<file path="src/hw/irq_wake_defs.svh">
// Offsets, field positions, reset values and encodings of the interrupt and wake block.
`ifndef IRQ_WAKE_DEFS_SVH
`define IRQ_WAKE_DEFS_SVH

// Vector table shape: ten vectors eight bytes apart from the first entry.
`define IRQ_NUM_VEC      10
`define IRQ_VEC_BASE     8'h03
`define IRQ_VEC_LAST     8'h4b
`define IRQ_TOP_VEC_CNT  2

// Priority level codes, ordered so that a larger code outranks a smaller one.
`define LVL_NONE         2'h0
`define LVL_LOW          2'h1
`define LVL_HIGH         2'h2
`define LVL_TOP          2'h3

// Register byte offsets on the plain register port.
`define REG_PRIO         8'h00
`define REG_VEC_EN       8'h04
`define REG_CTRL         8'h08
`define REG_STANDBY      8'h0c
`define REG_STATUS       8'h10
`define REG_WAKE_CAUSE   8'h14

// Reset values.
`define PRIO_RST         10'h000
`define VEC_EN_RST       10'h000
`define CTRL_RST         2'h2
`define WAKE_CAUSE_RST   6'h00

// Control register fields.
`define CTRL_GIE_BIT     0
`define CTRL_XTAL_BIT    1

// Standby command codes written to the standby register.
`define SBY_CMD_NONE     2'h0
`define SBY_CMD_HALT     2'h1
`define SBY_CMD_HOLD     2'h2
`define SBY_CMD_XHOLD    2'h3

// Wake cause bit positions.
`define WAKE_EXT_BIT     0
`define WAKE_PORT_BIT    1
`define WAKE_USB_BIT     2
`define WAKE_BASE_BIT    3
`define WAKE_REMOTE_BIT  4
`define WAKE_IRQ_BIT     5

// Status register field positions.
`define STAT_ISV_LSB     16
`define STAT_STATE_LSB   24

`endif

</file>
<file path="src/hw/irq_wake_pkg.sv">
// Types shared by the interrupt arbiter and standby wake controller.
package irq_wake_pkg;

  // Standby state, one-hot.
  typedef enum logic [3:0] {
    SBY_RUN   = 4'b0001,
    SBY_HALT  = 4'b0010,
    SBY_HOLD  = 4'b0100,
    SBY_XHOLD = 4'b1000
  } sby_e;

  // Granted priority level as seen by the core.
  typedef enum logic [1:0] {
    LEVEL_NONE = 2'h0,
    LEVEL_LOW  = 2'h1,
    LEVEL_HIGH = 2'h2,
    LEVEL_TOP  = 2'h3
  } level_e;

  // Request lines that arrive from device pins.
  typedef struct packed {
    logic ext_irq_a;
    logic ext_irq_b;
    logic ext_irq_c;
    logic ext_irq_d;
    logic ext_irq_e;
    logic ext_irq_f;
    logic ext_irq_g;
    logic ext_irq_h;
    logic port_zero;
  } pin_irq_s;

  // Request lines from on-chip peripherals, all on the system clock.
  typedef struct packed {
    logic timer_zero_low_half;
    logic timer_zero_high_half;
    logic usb_host_ctrl_bus_active;
    logic remote_rx;
    logic base_timer;
    logic usb_host_ctrl_attach;
    logic usb_host_ctrl_detach;
    logic usb_host_ctrl_resume;
    logic timer_one_low;
    logic timer_one_high;
    logic ser_sync_c;
    logic audio_start;
    logic ser_sync_a;
    logic uart_rx;
    logic ser_mixed;
    logic ser_sync_b;
    logic uart_tx;
    logic audio_end;
    logic adc_done;
    logic timer_six;
    logic timer_seven;
    logic usb_host_ctrl_ack;
    logic usb_host_ctrl_nak;
    logic usb_host_ctrl_err;
    logic usb_host_ctrl_stall;
    logic pwm_zero;
    logic pwm_one;
    logic timer_four;
    logic timer_five;
    logic usb_host_ctrl_sof;
    logic dma_copy;
    logic audio_err;
  } periph_irq_s;

  // Oscillator stop requests.
  typedef struct packed {
    logic pll_ref;
    logic ceramic;
    logic rc;
    logic xtal;
  } osc_stop_s;

endpackage : irq_wake_pkg

</file>
<file path="src/hw/priority_irq_and_standby_wake.sv">
// Nested three-level interrupt arbiter with halt, hold and crystal-hold standby control.
//
// Overview of operation
// RULE1: Three priority levels exist, top above high above low.
// RULE2: Requests at or below the highest level in service are refused.
// RULE3: Among simultaneous vector requests the highest level wins.
// RULE4: Among equal levels the lowest vector address wins.
// RULE5: Forty-one sources feed ten vectors, 03h to 4bh, eight bytes apart.
// RULE6: Vector 13h collects ext_irq_c, timer zero low, ext_irq_e, USB bus active, remote.
// RULE7: Vector 23h collects timer zero high, ext_irq_g, USB attach, detach, resume.
// RULE8: Only the first two vectors may be top level; others high or low.
// RULE9: Halt stops execution, peripherals keep running, oscillators stay on.
// RULE10: Halt ends on pin reset, watchdog reset or an accepted interrupt.
// RULE11: Hold stops execution, all peripherals and all four oscillators.
// RULE12: Hold ends on resets, pins a b c e f, port zero, USB bus active.
// RULE13: Software sets ext_irq_a and ext_irq_b to level detection for hold wake.
// RULE14: Crystal hold stops execution, peripherals but base timer, PLL, ceramic, RC.
// RULE15: Crystal hold keeps the crystal oscillator as it was on entry.
// RULE16: Crystal hold also ends on base timer or remote receiver interrupts.
// RULE17: After an interrupt wake, execution resumes and normal arbitration applies.
//
// The plain strobed port and the register offsets were chosen for this implementation.
`timescale 1ns/1ps
`default_nettype none
`include "irq_wake_defs.svh"

module priority_irq_and_standby_wake
  import irq_wake_pkg::*;
(
  input  wire logic        i_ref_clk,
  input  wire logic        i_rst,
  input  wire logic        i_wdt_rst,
  input  wire pin_irq_s    i_pin_irq,
  input  wire periph_irq_s i_periph_irq,
  input  wire logic        i_irq_ack,
  input  wire logic        i_irq_ret,
  input  wire logic [7:0]  i_addr,
  input  wire logic [31:0] i_wdata,
  input  wire logic        i_wr_stb,
  input  wire logic        i_rd_stb,
  output logic [31:0]      o_rdata,
  output logic             o_irq_req,
  output logic [7:0]       o_irq_vector,
  output level_e           o_irq_level,
  output logic             o_cpu_stop,
  output logic             o_periph_stop,
  output logic             o_base_timer_stop,
  output osc_stop_s        o_osc_stop
);

  // Watchdog reset clears the block exactly as the pin reset does.
  logic rst_all;
  assign rst_all = i_rst | i_wdt_rst; // [RULE10] [RULE12] [RULE16]

  // Registers.
  pin_irq_s    pin_meta_reg;
  pin_irq_s    pin_sync_reg;
  logic [9:0]  prio_reg;
  logic [9:0]  vec_en_reg;
  logic [1:0]  ctrl_reg;
  logic [5:0]  wake_cause_reg;
  logic [5:0]  wake_cause_next;
  logic [2:0]  isv_reg;
  logic [2:0]  isv_next;
  sby_e        state_reg;
  sby_e        state_next;
  logic        grant_valid_reg;
  logic        grant_valid_next;
  logic [7:0]  grant_vec_reg;
  logic [1:0]  grant_lvl_reg;
  osc_stop_s   osc_stop_reg;
  osc_stop_s   osc_stop_next;
  logic [31:0] rdata_reg;
  logic [31:0] rdata_next;

  // Pin requests pass two flops; only the second stage is read by logic.
  always_ff @(posedge i_ref_clk) begin
    if (rst_all) begin
      pin_meta_reg <= '0;
      pin_sync_reg <= '0;
    end else begin
      pin_meta_reg <= i_pin_irq;
      pin_sync_reg <= pin_meta_reg;
    end
  end

  // Register port decode.
  wire wr_prio    = i_wr_stb && (i_addr == `REG_PRIO);
  wire wr_vec_en  = i_wr_stb && (i_addr == `REG_VEC_EN);
  wire wr_ctrl    = i_wr_stb && (i_addr == `REG_CTRL);
  wire wr_standby = i_wr_stb && (i_addr == `REG_STANDBY);
  wire wr_wake    = i_wr_stb && (i_addr == `REG_WAKE_CAUSE);
  wire gie        = ctrl_reg[`CTRL_GIE_BIT];
  wire xtal_en    = ctrl_reg[`CTRL_XTAL_BIT];
  wire [1:0] sby_cmd = i_wdata[1:0];

  // Source grouping onto the ten vectors; the pin groups use synchronised copies.
  logic [9:0] vec_pend;
  assign vec_pend[0] = pin_sync_reg.ext_irq_a; // [RULE5]
  assign vec_pend[1] = pin_sync_reg.ext_irq_b; // [RULE5]
  assign vec_pend[2] = pin_sync_reg.ext_irq_c | i_periph_irq.timer_zero_low_half
                     | pin_sync_reg.ext_irq_e | i_periph_irq.usb_host_ctrl_bus_active
                     | i_periph_irq.remote_rx; // [RULE6]
  assign vec_pend[3] = pin_sync_reg.ext_irq_d | pin_sync_reg.ext_irq_f
                     | i_periph_irq.base_timer; // [RULE5]
  assign vec_pend[4] = i_periph_irq.timer_zero_high_half | pin_sync_reg.ext_irq_g
                     | i_periph_irq.usb_host_ctrl_attach | i_periph_irq.usb_host_ctrl_detach
                     | i_periph_irq.usb_host_ctrl_resume; // [RULE7]
  assign vec_pend[5] = i_periph_irq.timer_one_low | i_periph_irq.timer_one_high
                     | pin_sync_reg.ext_irq_h | i_periph_irq.ser_sync_c
                     | i_periph_irq.audio_start; // [RULE5]
  assign vec_pend[6] = i_periph_irq.ser_sync_a | i_periph_irq.uart_rx; // [RULE5]
  assign vec_pend[7] = i_periph_irq.ser_mixed | i_periph_irq.ser_sync_b
                     | i_periph_irq.uart_tx | i_periph_irq.audio_end; // [RULE5]
  assign vec_pend[8] = i_periph_irq.adc_done | i_periph_irq.timer_six
                     | i_periph_irq.timer_seven | i_periph_irq.usb_host_ctrl_ack
                     | i_periph_irq.usb_host_ctrl_nak | i_periph_irq.usb_host_ctrl_err
                     | i_periph_irq.usb_host_ctrl_stall; // [RULE5]
  assign vec_pend[9] = pin_sync_reg.port_zero | i_periph_irq.pwm_zero
                     | i_periph_irq.pwm_one | i_periph_irq.timer_four
                     | i_periph_irq.timer_five | i_periph_irq.usb_host_ctrl_sof
                     | i_periph_irq.dma_copy | i_periph_irq.audio_err; // [RULE5]

  // Highest level currently in service; bit 2 top, bit 1 high, bit 0 low.
  logic [1:0] cur_lvl;
  assign cur_lvl = isv_reg[2] ? `LVL_TOP :
                   isv_reg[1] ? `LVL_HIGH :
                   isv_reg[0] ? `LVL_LOW : `LVL_NONE; // [RULE1]

  // Per-vector level and eligibility. A single raise bit per vector means an
  // illegal level cannot be programmed at all, so no check is needed later.
  logic [1:0] vec_lvl [`IRQ_NUM_VEC];
  logic [9:0] vec_elig;
  genvar gv;
  generate
    for (gv = 0; gv < `IRQ_NUM_VEC; gv++) begin : g_vec
      assign vec_lvl[gv] = !prio_reg[gv] ? `LVL_LOW :
                           (gv < `IRQ_TOP_VEC_CNT) ? `LVL_TOP : `LVL_HIGH; // [RULE8]
      assign vec_elig[gv] = vec_pend[gv] && vec_en_reg[gv] && gie
                            && (vec_lvl[gv] > cur_lvl); // [RULE2]
    end
  endgenerate

  // Arbitration: scanning from the last vector down and taking equal levels
  // lets the lowest address win a tie while a higher level always wins.
  logic [1:0] best_lvl;
  logic [3:0] best_idx;
  logic       best_ok;
  always_comb begin
    best_lvl = `LVL_NONE;
    best_idx = 4'h0;
    best_ok  = 1'b0;
    for (int i = `IRQ_NUM_VEC - 1; i >= 0; i--) begin
      if (vec_elig[i] && (vec_lvl[i] >= best_lvl)) begin // [RULE3] [RULE4]
        best_ok  = 1'b1;
        best_lvl = vec_lvl[i];
        best_idx = 4'(i);
      end
    end
  end

  // Vector address is the base plus eight times the vector index.
  wire [7:0] best_addr = `IRQ_VEC_BASE + {1'b0, best_idx, 3'b000}; // [RULE5]

  // In-service stack: a return pops the highest level, an acknowledge pushes
  // the granted level. Both in one cycle pop first, then push.
  wire [2:0] isv_top  = {isv_reg[2], isv_reg[1] & ~isv_reg[2],
                         isv_reg[0] & ~isv_reg[1] & ~isv_reg[2]};
  wire [2:0] isv_pop  = i_irq_ret ? (isv_reg & ~isv_top) : isv_reg;
  wire       push     = i_irq_ack && grant_valid_reg;
  wire [2:0] push_msk = {grant_lvl_reg == `LVL_TOP, grant_lvl_reg == `LVL_HIGH,
                         grant_lvl_reg == `LVL_LOW};
  assign isv_next = push ? (isv_pop | push_msk) : isv_pop; // [RULE2]

  // A grant is offered only while running, and is withdrawn on the acknowledge
  // edge so that the core never sees the same request twice. A standby entry
  // also blocks it, so no request is shown in the first stopped cycle.
  wire run = (state_reg == SBY_RUN);
  assign grant_valid_next = best_ok && run && (state_next == SBY_RUN)
                            && !i_irq_ack; // [RULE17]

  // Wake sources. ext_irq_a and ext_irq_b are read as plain levels here, so the
  // pins must be set for level detection for the wake to be dependable.
  wire ext_wake  = (pin_sync_reg.ext_irq_a & vec_en_reg[0])
                 | (pin_sync_reg.ext_irq_b & vec_en_reg[1])
                 | ((pin_sync_reg.ext_irq_c | pin_sync_reg.ext_irq_e) & vec_en_reg[2])
                 | (pin_sync_reg.ext_irq_f & vec_en_reg[3]); // [RULE12] [RULE13]
  wire port_wake = pin_sync_reg.port_zero & vec_en_reg[9]; // [RULE12]
  wire usb_wake  = i_periph_irq.usb_host_ctrl_bus_active & vec_en_reg[2]; // [RULE12]
  wire base_wake = i_periph_irq.base_timer & vec_en_reg[3]; // [RULE16]
  wire rmt_wake  = i_periph_irq.remote_rx & vec_en_reg[2]; // [RULE16]
  wire hold_wake  = ext_wake | port_wake | usb_wake; // [RULE12]
  wire xhold_wake = hold_wake | base_wake | rmt_wake; // [RULE16]

  // Standby state machine. Commands are honoured only while running.
  always_comb begin
    state_next = state_reg;
    unique case (state_reg)
      SBY_RUN: begin
        if (wr_standby) begin
          unique case (sby_cmd)
            `SBY_CMD_HALT:  state_next = SBY_HALT;
            `SBY_CMD_HOLD:  state_next = SBY_HOLD;
            `SBY_CMD_XHOLD: state_next = SBY_XHOLD;
            `SBY_CMD_NONE:  state_next = SBY_RUN;
          endcase
        end
      end
      SBY_HALT: begin
        if (best_ok) state_next = SBY_RUN; // [RULE10]
      end
      SBY_HOLD: begin
        if (hold_wake) state_next = SBY_RUN; // [RULE12] [RULE17]
      end
      SBY_XHOLD: begin
        if (xhold_wake) state_next = SBY_RUN; // [RULE16] [RULE17]
      end
      default: state_next = SBY_RUN;
    endcase
  end

  // Oscillator stops follow the next state so they line up with state_reg.
  // Halt leaves every oscillator alone; crystal hold freezes the crystal.
  wire nx_hold  = (state_next == SBY_HOLD);
  wire nx_xhold = (state_next == SBY_XHOLD);
  assign osc_stop_next.pll_ref = nx_hold | nx_xhold; // [RULE9] [RULE11] [RULE14]
  assign osc_stop_next.ceramic = nx_hold | nx_xhold; // [RULE11] [RULE14]
  assign osc_stop_next.rc      = nx_hold | nx_xhold; // [RULE11] [RULE14]
  assign osc_stop_next.xtal    = nx_hold ? 1'b1 :
                                 nx_xhold ? osc_stop_reg.xtal : !xtal_en; // [RULE11] [RULE15]

  // Wake causes are sticky; a new cause wins over a same-cycle clear.
  logic [5:0] wake_set;
  assign wake_set[`WAKE_EXT_BIT]    = !run && !(state_reg == SBY_HALT) && ext_wake;
  assign wake_set[`WAKE_PORT_BIT]   = !run && !(state_reg == SBY_HALT) && port_wake;
  assign wake_set[`WAKE_USB_BIT]    = !run && !(state_reg == SBY_HALT) && usb_wake;
  assign wake_set[`WAKE_BASE_BIT]   = (state_reg == SBY_XHOLD) && base_wake;
  assign wake_set[`WAKE_REMOTE_BIT] = (state_reg == SBY_XHOLD) && rmt_wake;
  assign wake_set[`WAKE_IRQ_BIT]    = (state_reg == SBY_HALT) && best_ok;
  assign wake_cause_next = (wake_cause_reg & ~(wr_wake ? i_wdata[5:0] : 6'h00)) | wake_set;

  // Read mux; unmapped offsets read zero.
  wire [31:0] status_word = {4'h0, state_reg, 5'h00, isv_reg, 6'h00, vec_pend};
  assign rdata_next = !i_rd_stb                     ? 32'h0000_0000 :
                      (i_addr == `REG_PRIO)         ? {22'h000000, prio_reg} :
                      (i_addr == `REG_VEC_EN)       ? {22'h000000, vec_en_reg} :
                      (i_addr == `REG_CTRL)         ? {30'h00000000, ctrl_reg} :
                      (i_addr == `REG_STANDBY)      ? {28'h0000000, state_reg} :
                      (i_addr == `REG_STATUS)       ? status_word :
                      (i_addr == `REG_WAKE_CAUSE)   ? {26'h0000000, wake_cause_reg} :
                                                      32'h0000_0000;

  // Software registers.
  always_ff @(posedge i_ref_clk) begin
    if (rst_all) begin
      prio_reg       <= `PRIO_RST;
      vec_en_reg     <= `VEC_EN_RST;
      ctrl_reg       <= `CTRL_RST;
      wake_cause_reg <= `WAKE_CAUSE_RST;
      rdata_reg      <= 32'h0000_0000;
    end else begin
      if (wr_prio) prio_reg <= i_wdata[9:0];
      if (wr_vec_en) vec_en_reg <= i_wdata[9:0];
      if (wr_ctrl) ctrl_reg <= i_wdata[1:0];
      wake_cause_reg <= wake_cause_next;
      rdata_reg      <= rdata_next;
    end
  end

  // Arbitration and standby state.
  always_ff @(posedge i_ref_clk) begin
    if (rst_all) begin
      isv_reg         <= 3'h0;
      state_reg       <= SBY_RUN;
      grant_valid_reg <= 1'b0;
      grant_vec_reg   <= `IRQ_VEC_BASE;
      grant_lvl_reg   <= `LVL_NONE;
      osc_stop_reg    <= '0;
    end else begin
      isv_reg         <= isv_next;
      state_reg       <= state_next;
      grant_valid_reg <= grant_valid_next;
      grant_vec_reg   <= best_addr;
      grant_lvl_reg   <= best_lvl;
      osc_stop_reg    <= osc_stop_next;
    end
  end

  // Outputs; the core, peripheral and base timer stop lines are decoded from the state register, the oscillator stops come from osc_stop_reg.
  assign o_rdata           = rdata_reg;
  assign o_irq_req         = grant_valid_reg;
  assign o_irq_vector      = grant_vec_reg;
  assign o_irq_level       = level_e'(grant_lvl_reg);
  assign o_cpu_stop        = !run; // [RULE9] [RULE11] [RULE14]
  assign o_periph_stop     = (state_reg == SBY_HOLD) | (state_reg == SBY_XHOLD); // [RULE14]
  assign o_base_timer_stop = (state_reg == SBY_HOLD); // [RULE11] [RULE14]
  assign o_osc_stop        = osc_stop_reg;

endmodule : priority_irq_and_standby_wake
`default_nettype wire

</file>
<file path="config.mk">
export PLATFORM = sky130hd
export DESIGN_NAME = priority_irq_and_standby_wake
export DESIGN_NICKNAME = d
export VERILOG_FILES = /design/src/hw/irq_wake_pkg.sv /design/src/hw/priority_irq_and_standby_wake.sv
export VERILOG_INCLUDE_DIRS = /design/src /design/src/hw
export SDC_FILE = /design/constraint.sdc
export NUM_CORES = 1
export LEC_CHECK = 0
export BUFFER_PORTS_ARGS = -buffer_cell sky130_fd_sc_hd__buf_2
export CORE_UTILIZATION = 55
export DETAILED_ROUTE_END_ITERATION = 10
export PLACE_DENSITY = 0.85
export REMOVE_ABC_BUFFERS = 1
export SETUP_SLACK_MARGIN = 0.4
export SYNTH_ARGS = -nofsm -noshare
export SYNTH_HDL_FRONTEND = slang
export SYNTH_SLANG_ARGS = --single-unit
</file>
<file path="constraint.sdc">
create_clock -name i_ref_clk -period 33.7 [get_ports i_ref_clk]
set_clock_uncertainty 0.05 [all_clocks]
set_input_delay 6.74 -clock i_ref_clk [delete_from_list [all_inputs] [get_ports i_ref_clk]]
set_output_delay 6.74 -clock i_ref_clk [all_outputs]
set_load 0.02 [all_outputs]
</file>
# [Word-level counts from Yosys, hierarchy flattened]
# Cells that the tools add are included.
[classes] reduce_logical=65 n_eq_ne=19 order_cmp=20 addsub=1 n_mux=60 n_bitwise=62
[ops] op="logical AND 1 bit" n=56
[ops] op="2-to-1 mux 4 bit" n=14
[ops] op="2-to-1 mux 2 bit" n=22
[ops] op="OR 1 bit" n=42
[ops] op="2-to-1 mux 10 bit" n=4
[ops] op="case mux 4 bit (4 select lines)" n=2
[ops] op="2-to-1 mux 28 bit" n=1
[ops] op="greater-than comparator 2 bit" n=10
[ops] op=">= comparator 2 bit" n=9
[ops] op="equality test 8 x 4 -> 1 bit, second input constant" n=2
[ops] op="equality test 8 x 5 -> 1 bit, second input constant" n=2
[ops] op="2-to-1 mux 1 bit" n=13
[ops] op="2-to-1 mux 6 bit" n=2
[ops] op="AND 1 bit" n=11
[ops] op="adder 2 x 7 -> 8 bit, first input constant" n=1
[ops] op="equality test 2 bit, second input constant" n=4
[ops] op="equality test 4 x 1 -> 1 bit, second input constant" n=2
[ops] op="equality test 4 x 3 -> 1 bit, second input constant" n=2
[ops] op="equality test 4 bit, second input constant" n=2
[ops] op="equality test 8 x 3 -> 1 bit, second input constant" n=1
[ops] op="zero test 8 bit" n=1
[ops] op="OR reduction 7 bit" n=1
[ops] op="AND 6 bit" n=1
[ops] op="2-to-1 mux 3 bit" n=2
[ops] op="other kinds (14)" n=20
[word_totals] reg_bits=98 elab_cells=259 output_inout_bits=50 inputBits=88

# [Depth between registers and ports, before layout]
[depth] depth_word=44 depth_mapped=60 ltp_nobuf=59

# [Worst setup path before layout]
# Ideal clock, no wire load.
[synth_path] path_type="input-to-reg" start="in i_periph_irq[6] in the netlist's numbering" end="reg state_reg[1]" setup_time_ns=0.117 cell_stages=55 path_buffers=1 required_ns=33.533 t_arrival_ns=15.625 path_slack_ns=17.907 cell_sequence="nor4_1 > nand2_1 > and3b_1 > ha_1 > nand2b_1 > a21oi_1 > or3_1 > buf_2 > a21o_1 > ha_1 > nand2b_1 > nand2_1 > nand2_1 > o221ai_1 > nor2_1 > nor2_1 > a21oi_1 > ha_1 > [19 not listed] > ha_1 > nand2b_1 > o2111ai_1 > nor2_1 > o21ai_4 > a32o_1 > ha_1 > nand2b_1 > a21oi_1 > nor3_1 > inv_1 > o21ai_0 > nand2_1 > ha_1 > nand2b_1 > nand2_1 > nor3_1 > a32o_1"
[synth_via] elab_chain_cells=41 elab_cells_between_ends=50 cone_classes="order compare (9); mux (21); bitwise (7); reduce/logical (13)"
[synth_rtl] item="start, declared" line_no="priority_irq_and_standby_wake.sv:34" rtl="input wire periph_irq_s i_periph_irq,"
[synth_rtl] item="OR 1 bit (*)" line_no="priority_irq_and_standby_wake.sv:119" rtl="assign vec_pend[9] = pin_sync_reg.port_zero | i_periph_irq.pwm_zero"
[synth_rtl] item="OR 1 bit (*) (2 in series)" line_no="priority_irq_and_standby_wake.sv:120" rtl="| i_periph_irq.pwm_one | i_periph_irq.timer_four"
[synth_rtl] item="OR 1 bit (*) (2 in series)" line_no="priority_irq_and_standby_wake.sv:121" rtl="| i_periph_irq.timer_five | i_periph_irq.usb_host_ctrl_sof"
[synth_rtl] item="OR 1 bit (*) (2 in series)" line_no="priority_irq_and_standby_wake.sv:122" rtl="| i_periph_irq.dma_copy | i_periph_irq.audio_err;"
[synth_rtl] item="logical AND 1 bit (*) (2 in series)" line_no="priority_irq_and_standby_wake.sv:139" rtl="assign vec_elig[gv] = vec_pend[gv] && vec_en_reg[gv] && gie"
[synth_rtl] item="logical AND 1 bit (*)" line_no="priority_irq_and_standby_wake.sv:140" rtl="&& (vec_lvl[gv] > cur_lvl);"
[synth_rtl] item="logical AND 1 bit (*)" line_no="priority_irq_and_standby_wake.sv:154" rtl="if (vec_elig[i] && (vec_lvl[i] >= best_lvl)) begin"
[synth_rtl] item="2-to-1 mux 2 bit" line_no="priority_irq_and_standby_wake.sv:154"
[synth_rtl] item="[21 not listed]"
[synth_rtl] item=">= comparator 2 bit" line_no="priority_irq_and_standby_wake.sv:154"
[synth_rtl] item="logical AND 1 bit" line_no="priority_irq_and_standby_wake.sv:154"
[synth_rtl] item="2-to-1 mux 2 bit" line_no="priority_irq_and_standby_wake.sv:154"
[synth_rtl] item=">= comparator 2 bit" line_no="priority_irq_and_standby_wake.sv:154"
[synth_rtl] item="logical AND 1 bit" line_no="priority_irq_and_standby_wake.sv:154"
[synth_rtl] item="2-to-1 mux 1 bit (*)" line_no="priority_irq_and_standby_wake.sv:154"
[synth_rtl] item="2-to-1 mux 4 bit (*)" line_no="priority_irq_and_standby_wake.sv:210" rtl="if (best_ok) state_next = SBY_RUN;"
[synth_rtl] item="case mux 4 bit (4 select lines) (*)" line_no="priority_irq_and_standby_wake.sv:198" rtl="unique case (state_reg)"
[synth_rtl] item="end signal, assigned" line_no="priority_irq_and_standby_wake.sv:281" rtl="state_reg <= state_next;"
[synth_rtl] item="end, declared" line_no="priority_irq_and_standby_wake.sv:65" rtl="sby_e state_reg;"
# Mark *: on every way between the ends. The rest lies on a longest branch, timed or not.
# A chain may end at the register's enable or synchronous reset.

# [Final worst setup path]
[layout_path] start="in i_periph_irq[6] in the netlist's numbering" end="reg wake_cause_reg[5]"
[layout_via] elab_chain_cells=41 elab_cells_between_ends=50 cone_classes="order compare (9); mux (19); bitwise (8); reduce/logical (14)"
[layout_rtl] item="OR 1 bit (*)" line_no="priority_irq_and_standby_wake.sv:119"
[layout_rtl] item="OR 1 bit (*) (2 in series)" line_no="priority_irq_and_standby_wake.sv:120"
[layout_rtl] item="OR 1 bit (*) (2 in series)" line_no="priority_irq_and_standby_wake.sv:121"
[layout_rtl] item="OR 1 bit (*) (2 in series)" line_no="priority_irq_and_standby_wake.sv:122"
[layout_rtl] item="logical AND 1 bit (*) (2 in series)" line_no="priority_irq_and_standby_wake.sv:139"
[layout_rtl] item="logical AND 1 bit (*)" line_no="priority_irq_and_standby_wake.sv:140"
[layout_rtl] item="logical AND 1 bit (*)" line_no="priority_irq_and_standby_wake.sv:154"
[layout_rtl] item="2-to-1 mux 2 bit" line_no="priority_irq_and_standby_wake.sv:154"
[layout_rtl] item="[21 not listed]"
[layout_rtl] item=">= comparator 2 bit" line_no="priority_irq_and_standby_wake.sv:154"
[layout_rtl] item="logical AND 1 bit" line_no="priority_irq_and_standby_wake.sv:154"
[layout_rtl] item="2-to-1 mux 2 bit" line_no="priority_irq_and_standby_wake.sv:154"
[layout_rtl] item=">= comparator 2 bit" line_no="priority_irq_and_standby_wake.sv:154"
[layout_rtl] item="logical AND 1 bit" line_no="priority_irq_and_standby_wake.sv:154"
[layout_rtl] item="2-to-1 mux 1 bit (*)" line_no="priority_irq_and_standby_wake.sv:154"
[layout_rtl] item="logical AND 1 bit (*)" line_no="priority_irq_and_standby_wake.sv:239" rtl="assign wake_set[`WAKE_IRQ_BIT] = (state_reg == SBY_HALT) && best_ok;"
[layout_rtl] item="OR 6 bit (*)" line_no="priority_irq_and_standby_wake.sv:240" rtl="assign wake_cause_next = (wake_cause_reg & ~(wr_wake ? i_wdata[5:0] : 6'h00)) | wake_set;"
[layout_rtl] item="end signal, assigned" line_no="priority_irq_and_standby_wake.sv:259" rtl="wake_cause_reg <= `WAKE_CAUSE_RST;"
[layout_rtl] item="end signal, assigned" line_no="priority_irq_and_standby_wake.sv:265" rtl="wake_cause_reg <= wake_cause_next;"
[layout_rtl] item="end, declared" line_no="priority_irq_and_standby_wake.sv:61" rtl="logic [5:0] wake_cause_reg;"
# Marked as above.

==> impl_metrics.yaml <==
status:
  status: "finished with violations"
  violations: "DRC"
job:
  drv_cap: 0
power:
  p_per_area_nw_per_um2: 35.5
  seqPwrFrac_pct: 53.0
  ir_drop_mv: 0.0232
  power.share.combinational_pct: 6.2
  p_sw_mw: 0.0455
  power_frac_clock_pct: 40.8
  cellLeakagePower_nw: 2.15
  swShare_pct: 25.6
  internal_power_mw: 0.132
synthesis:
  yosysSeqAreaShare_pct: 36.4
  yosysWarningCount: 0
  syn_area_um2: 4340
  synth_top_flop_cell: "dfxtp_1"
  async_flop_share_pct: 0
  netlist_instances: 520
  ys_ff_latch: 79
  avgSynthCellArea_um2: 8.35
  synth-edff-count: 0
  synthDistinctLibCells: 59
routing:
  wire_per_inst_um: 15.8
  vias: 4169
  drtAntennaViolNets: 0
  drtIter0Drc: 294
  drt_first_pass_iters: 8
  via_per_inst: 5.84
  drc: 1
  totalWireLength_um: 11300
placed_design:
  dpl.hpwl_um: 8130
  port_buffers: 96
  place_ws_ns: 16.13
  post-place-cells: 698
  gp_congestion: 0.917
timing:
  period_share_pct: 51.4
  timing.fmax_mhz: 57.8
  worst_pin_slew_ns: 0.910
  slew-limit-headroom_pct: 38.5
  period_minus_slack_ns: 17.31
  drv_slew: 0
  setup_violations: 0
  rsz0062_at_grt: "no"
  tns_ns: 0
  hold_viol: 0
  fin_ws_ns: 16.39
global_route:
  grt_pass1_vias: 3890
  grt_use_total_pct: 27.8
  grt_overflow_total: 0
  grt_pass1_wl_um: 18300
  antenna_found_initial: 0
  grt_max_degree: 39
critical_path:
  path_buf_inv: 2
  crit_arrival_ns: 17.47
  max_stage_delay_ns: 0.59
  path_delay_family: "simple AND/OR/NAND/NOR gates"
  crit_top_cell: "nand2b_1"
  cp.required_ns: 33.86
  crit_path_start_kind: "input port"
  worst-setup-path-type: "input port to flip-flop"
  endpoint_kind: "flip-flop"
  worst-path-max-fanout: 6
  cp_slowest_cell: "a2111oi_0"
clock_network:
  post_cts_buffers: 0
  cts.sinks: 79
  clockBufferDepth: 2
  clk_pin_slew_ns: 0.08
  clk_latency_ns: 0.36
  cts_root_buf: "clkbuf_8"
  cts_tree: "done"
  cts_hold_buf: 0
  htreeDepth: 3
  post_cts_resized: 0
  cts_buffers: 9
cells_and_area:
  filler_cell_count: 674
  fin_cells: 714
  drive_gt1_share_pct: 20.9
  largest_register_ff_count: 17
  syn2layout_area_growth_pct: 15.4
  diodes: 0
  finalNetCount: 726
die:
  start_util_pct: 56.5
  core-area_um2: 7690
  io-pin-count: 138
  die_area_um2: 8250
  dieHeight_um: 90.8
  rows: 32
  die_w_um: 90.8
hold_path:
  hold_class: "flip-flop to flip-flop"
worst paths after layout:
kind / start / to / slack (ns) / depth (start not counted)
hold reg to reg: pin_meta_reg[5]$_SDFF_PP0_ / pin_sync_reg[5]$_SDFF_PP0_ / 0.38 / 1
setup / recovery: i_periph_irq[6] / wake_cause_reg[5]$_SDFF_PP0_ / 16.39 / 56
setup reg to reg: isv_reg[1]$_SDFF_PP0_ / wake_cause_reg[5]$_SDFF_PP0_ / 21.76 / 59
hold / removal: pin_meta_reg[5]$_SDFF_PP0_ / pin_sync_reg[5]$_SDFF_PP0_ / 0.38 / 1
cell usage in the layout (no fill, tap or decap), types with 5 or more instances in the layout:
master / instances
and3_1: 6
nand2b_1: 11
nor2_1: 45
and2_1: 30
dfxtp_1: 79
or3_1: 5
a32oi_1: 5
a21oi_1: 39
mux2i_1: 9
a222oi_1: 6
nor4b_1: 6
nand3_1: 25
o21ai_0: 14
clkbuf_8: 9
ha_1: 31
or4_1: 5
inv_1: 9
nand2_1: 62
nor4_1: 6
nor3_1: 10
buf_2: 96
conb_1: 19
nor2b_1: 10
buf_4: 5
power groups by stage:
stage / combinational [mW] / clock [mW] / sequential, mW
final: 0.0111 / 0.0725 / 0.0941
after global routing: 0.0121 / 0.0763 / 0.0942
after CTS: 0.0109 / 0.0729 / 0.0941
after detailed placement: 0.0109 / 0 / 0.0963
after global placement: 0.0107 / 0 / 0.0963
after floorplan: 0.00459 / 0 / 0.0962
per-stage QoR:
| step | hold WS [ns] | utilization [%] | cell area, um^2 | power, mW |
|---|---|---|---|---|
| final | 0.380 | 65.2 | 5010 | 0.178 |
| after global routing | 0.403 | 65.2 | 5010 | 0.183 |
| after CTS | 0.381 | 65.2 | 5010 | 0.178 |
| after detailed placement | 0.363 | 62.6 | 4820 | 0.107 |
| after global placement | 0.358 | 62.6 | 4820 | 0.107 |
| after floorplan | 0.356 | - | 4170 | 0.101 |
cell type report:
cell class	instances	area, um^2	share of cell area, %
inverters	9	33.8	0.674
well taps	102	128	2.55
multi-input cells	407	2550	51.0
clock inverters	7	70.1	1.40
clock buffers	9	124	2.47
repair buffers	101	518	10.3
flip-flops and latches	79	1580	31.6
metal layers:
metal  global-route usage [%]  part of all wire [%]
met4                     11.8                   2.3
met1                     34.3                    41
met3                     3.70                   8.0
met5                        0                     0
met2                     48.3                    48
Yosys cell counts, drive strengths merged, types with 2 or more instances:
master | n | area share [%]
a211oi | 2 | 0.35
a21o | 2 | 0.35
a21oi | 39 | 4.5
a221oi | 4 | 0.95
a222oi | 6 | 1.4
a22oi | 4 | 0.69
a31oi | 3 | 0.43
a32o | 2 | 0.46
a32oi | 5 | 1.0
and2 | 30 | 4.3
and3 | 6 | 0.86
buf | 25 | 4.0
clkbuf | 17 | 1.5
conb | 2 | 0.17
dfxtp | 79 | 36
ha | 31 | 8.9
inv | 9 | 0.78
mux2i | 9 | 2.1
nand2 | 62 | 5.4
nand2b | 11 | 1.6
nand3 | 25 | 2.9
nand3b | 4 | 0.69
nand4 | 2 | 0.29
nor2 | 45 | 3.9
nor2b | 11 | 1.6
nor3 | 11 | 1.3
nor3b | 2 | 0.35
nor4 | 6 | 0.86
nor4b | 6 | 1.2
o2111a | 2 | 0.52
o2111ai | 5 | 1.2
o211ai | 5 | 0.98
o21a | 3 | 0.52
o21ai | 15 | 2.0
o22ai | 4 | 0.89
or2 | 3 | 0.43
or3 | 5 | 0.72
or4 | 5 | 0.86
worst register-to-register path: cells and delay by family (launching register included):
family	cells	cell delay [ns]
and+or+nand+nor	29	5.09
AOI/OAI and AO/OA	18	3.64
adders and majority gates	9	2.09
buffers and inverters	3	0.48
DFF	1	0.40
kinds of logic after synthesis:
| logic type | share of synthesized area, % |
|---|---|
| AO/OA/AOI/OAI | 18.0 |
| adder cells (fa/ha/maj) | 8.94 |
| buffers and inverters | 6.28 |
| flip-flops | 36.4 |
| multiplexers | 2.34 |
| other | 0.173 |
| AND/OR/NAND/NOR | 27.8 |
Note: power is estimated with default switching activity, not from simulation.
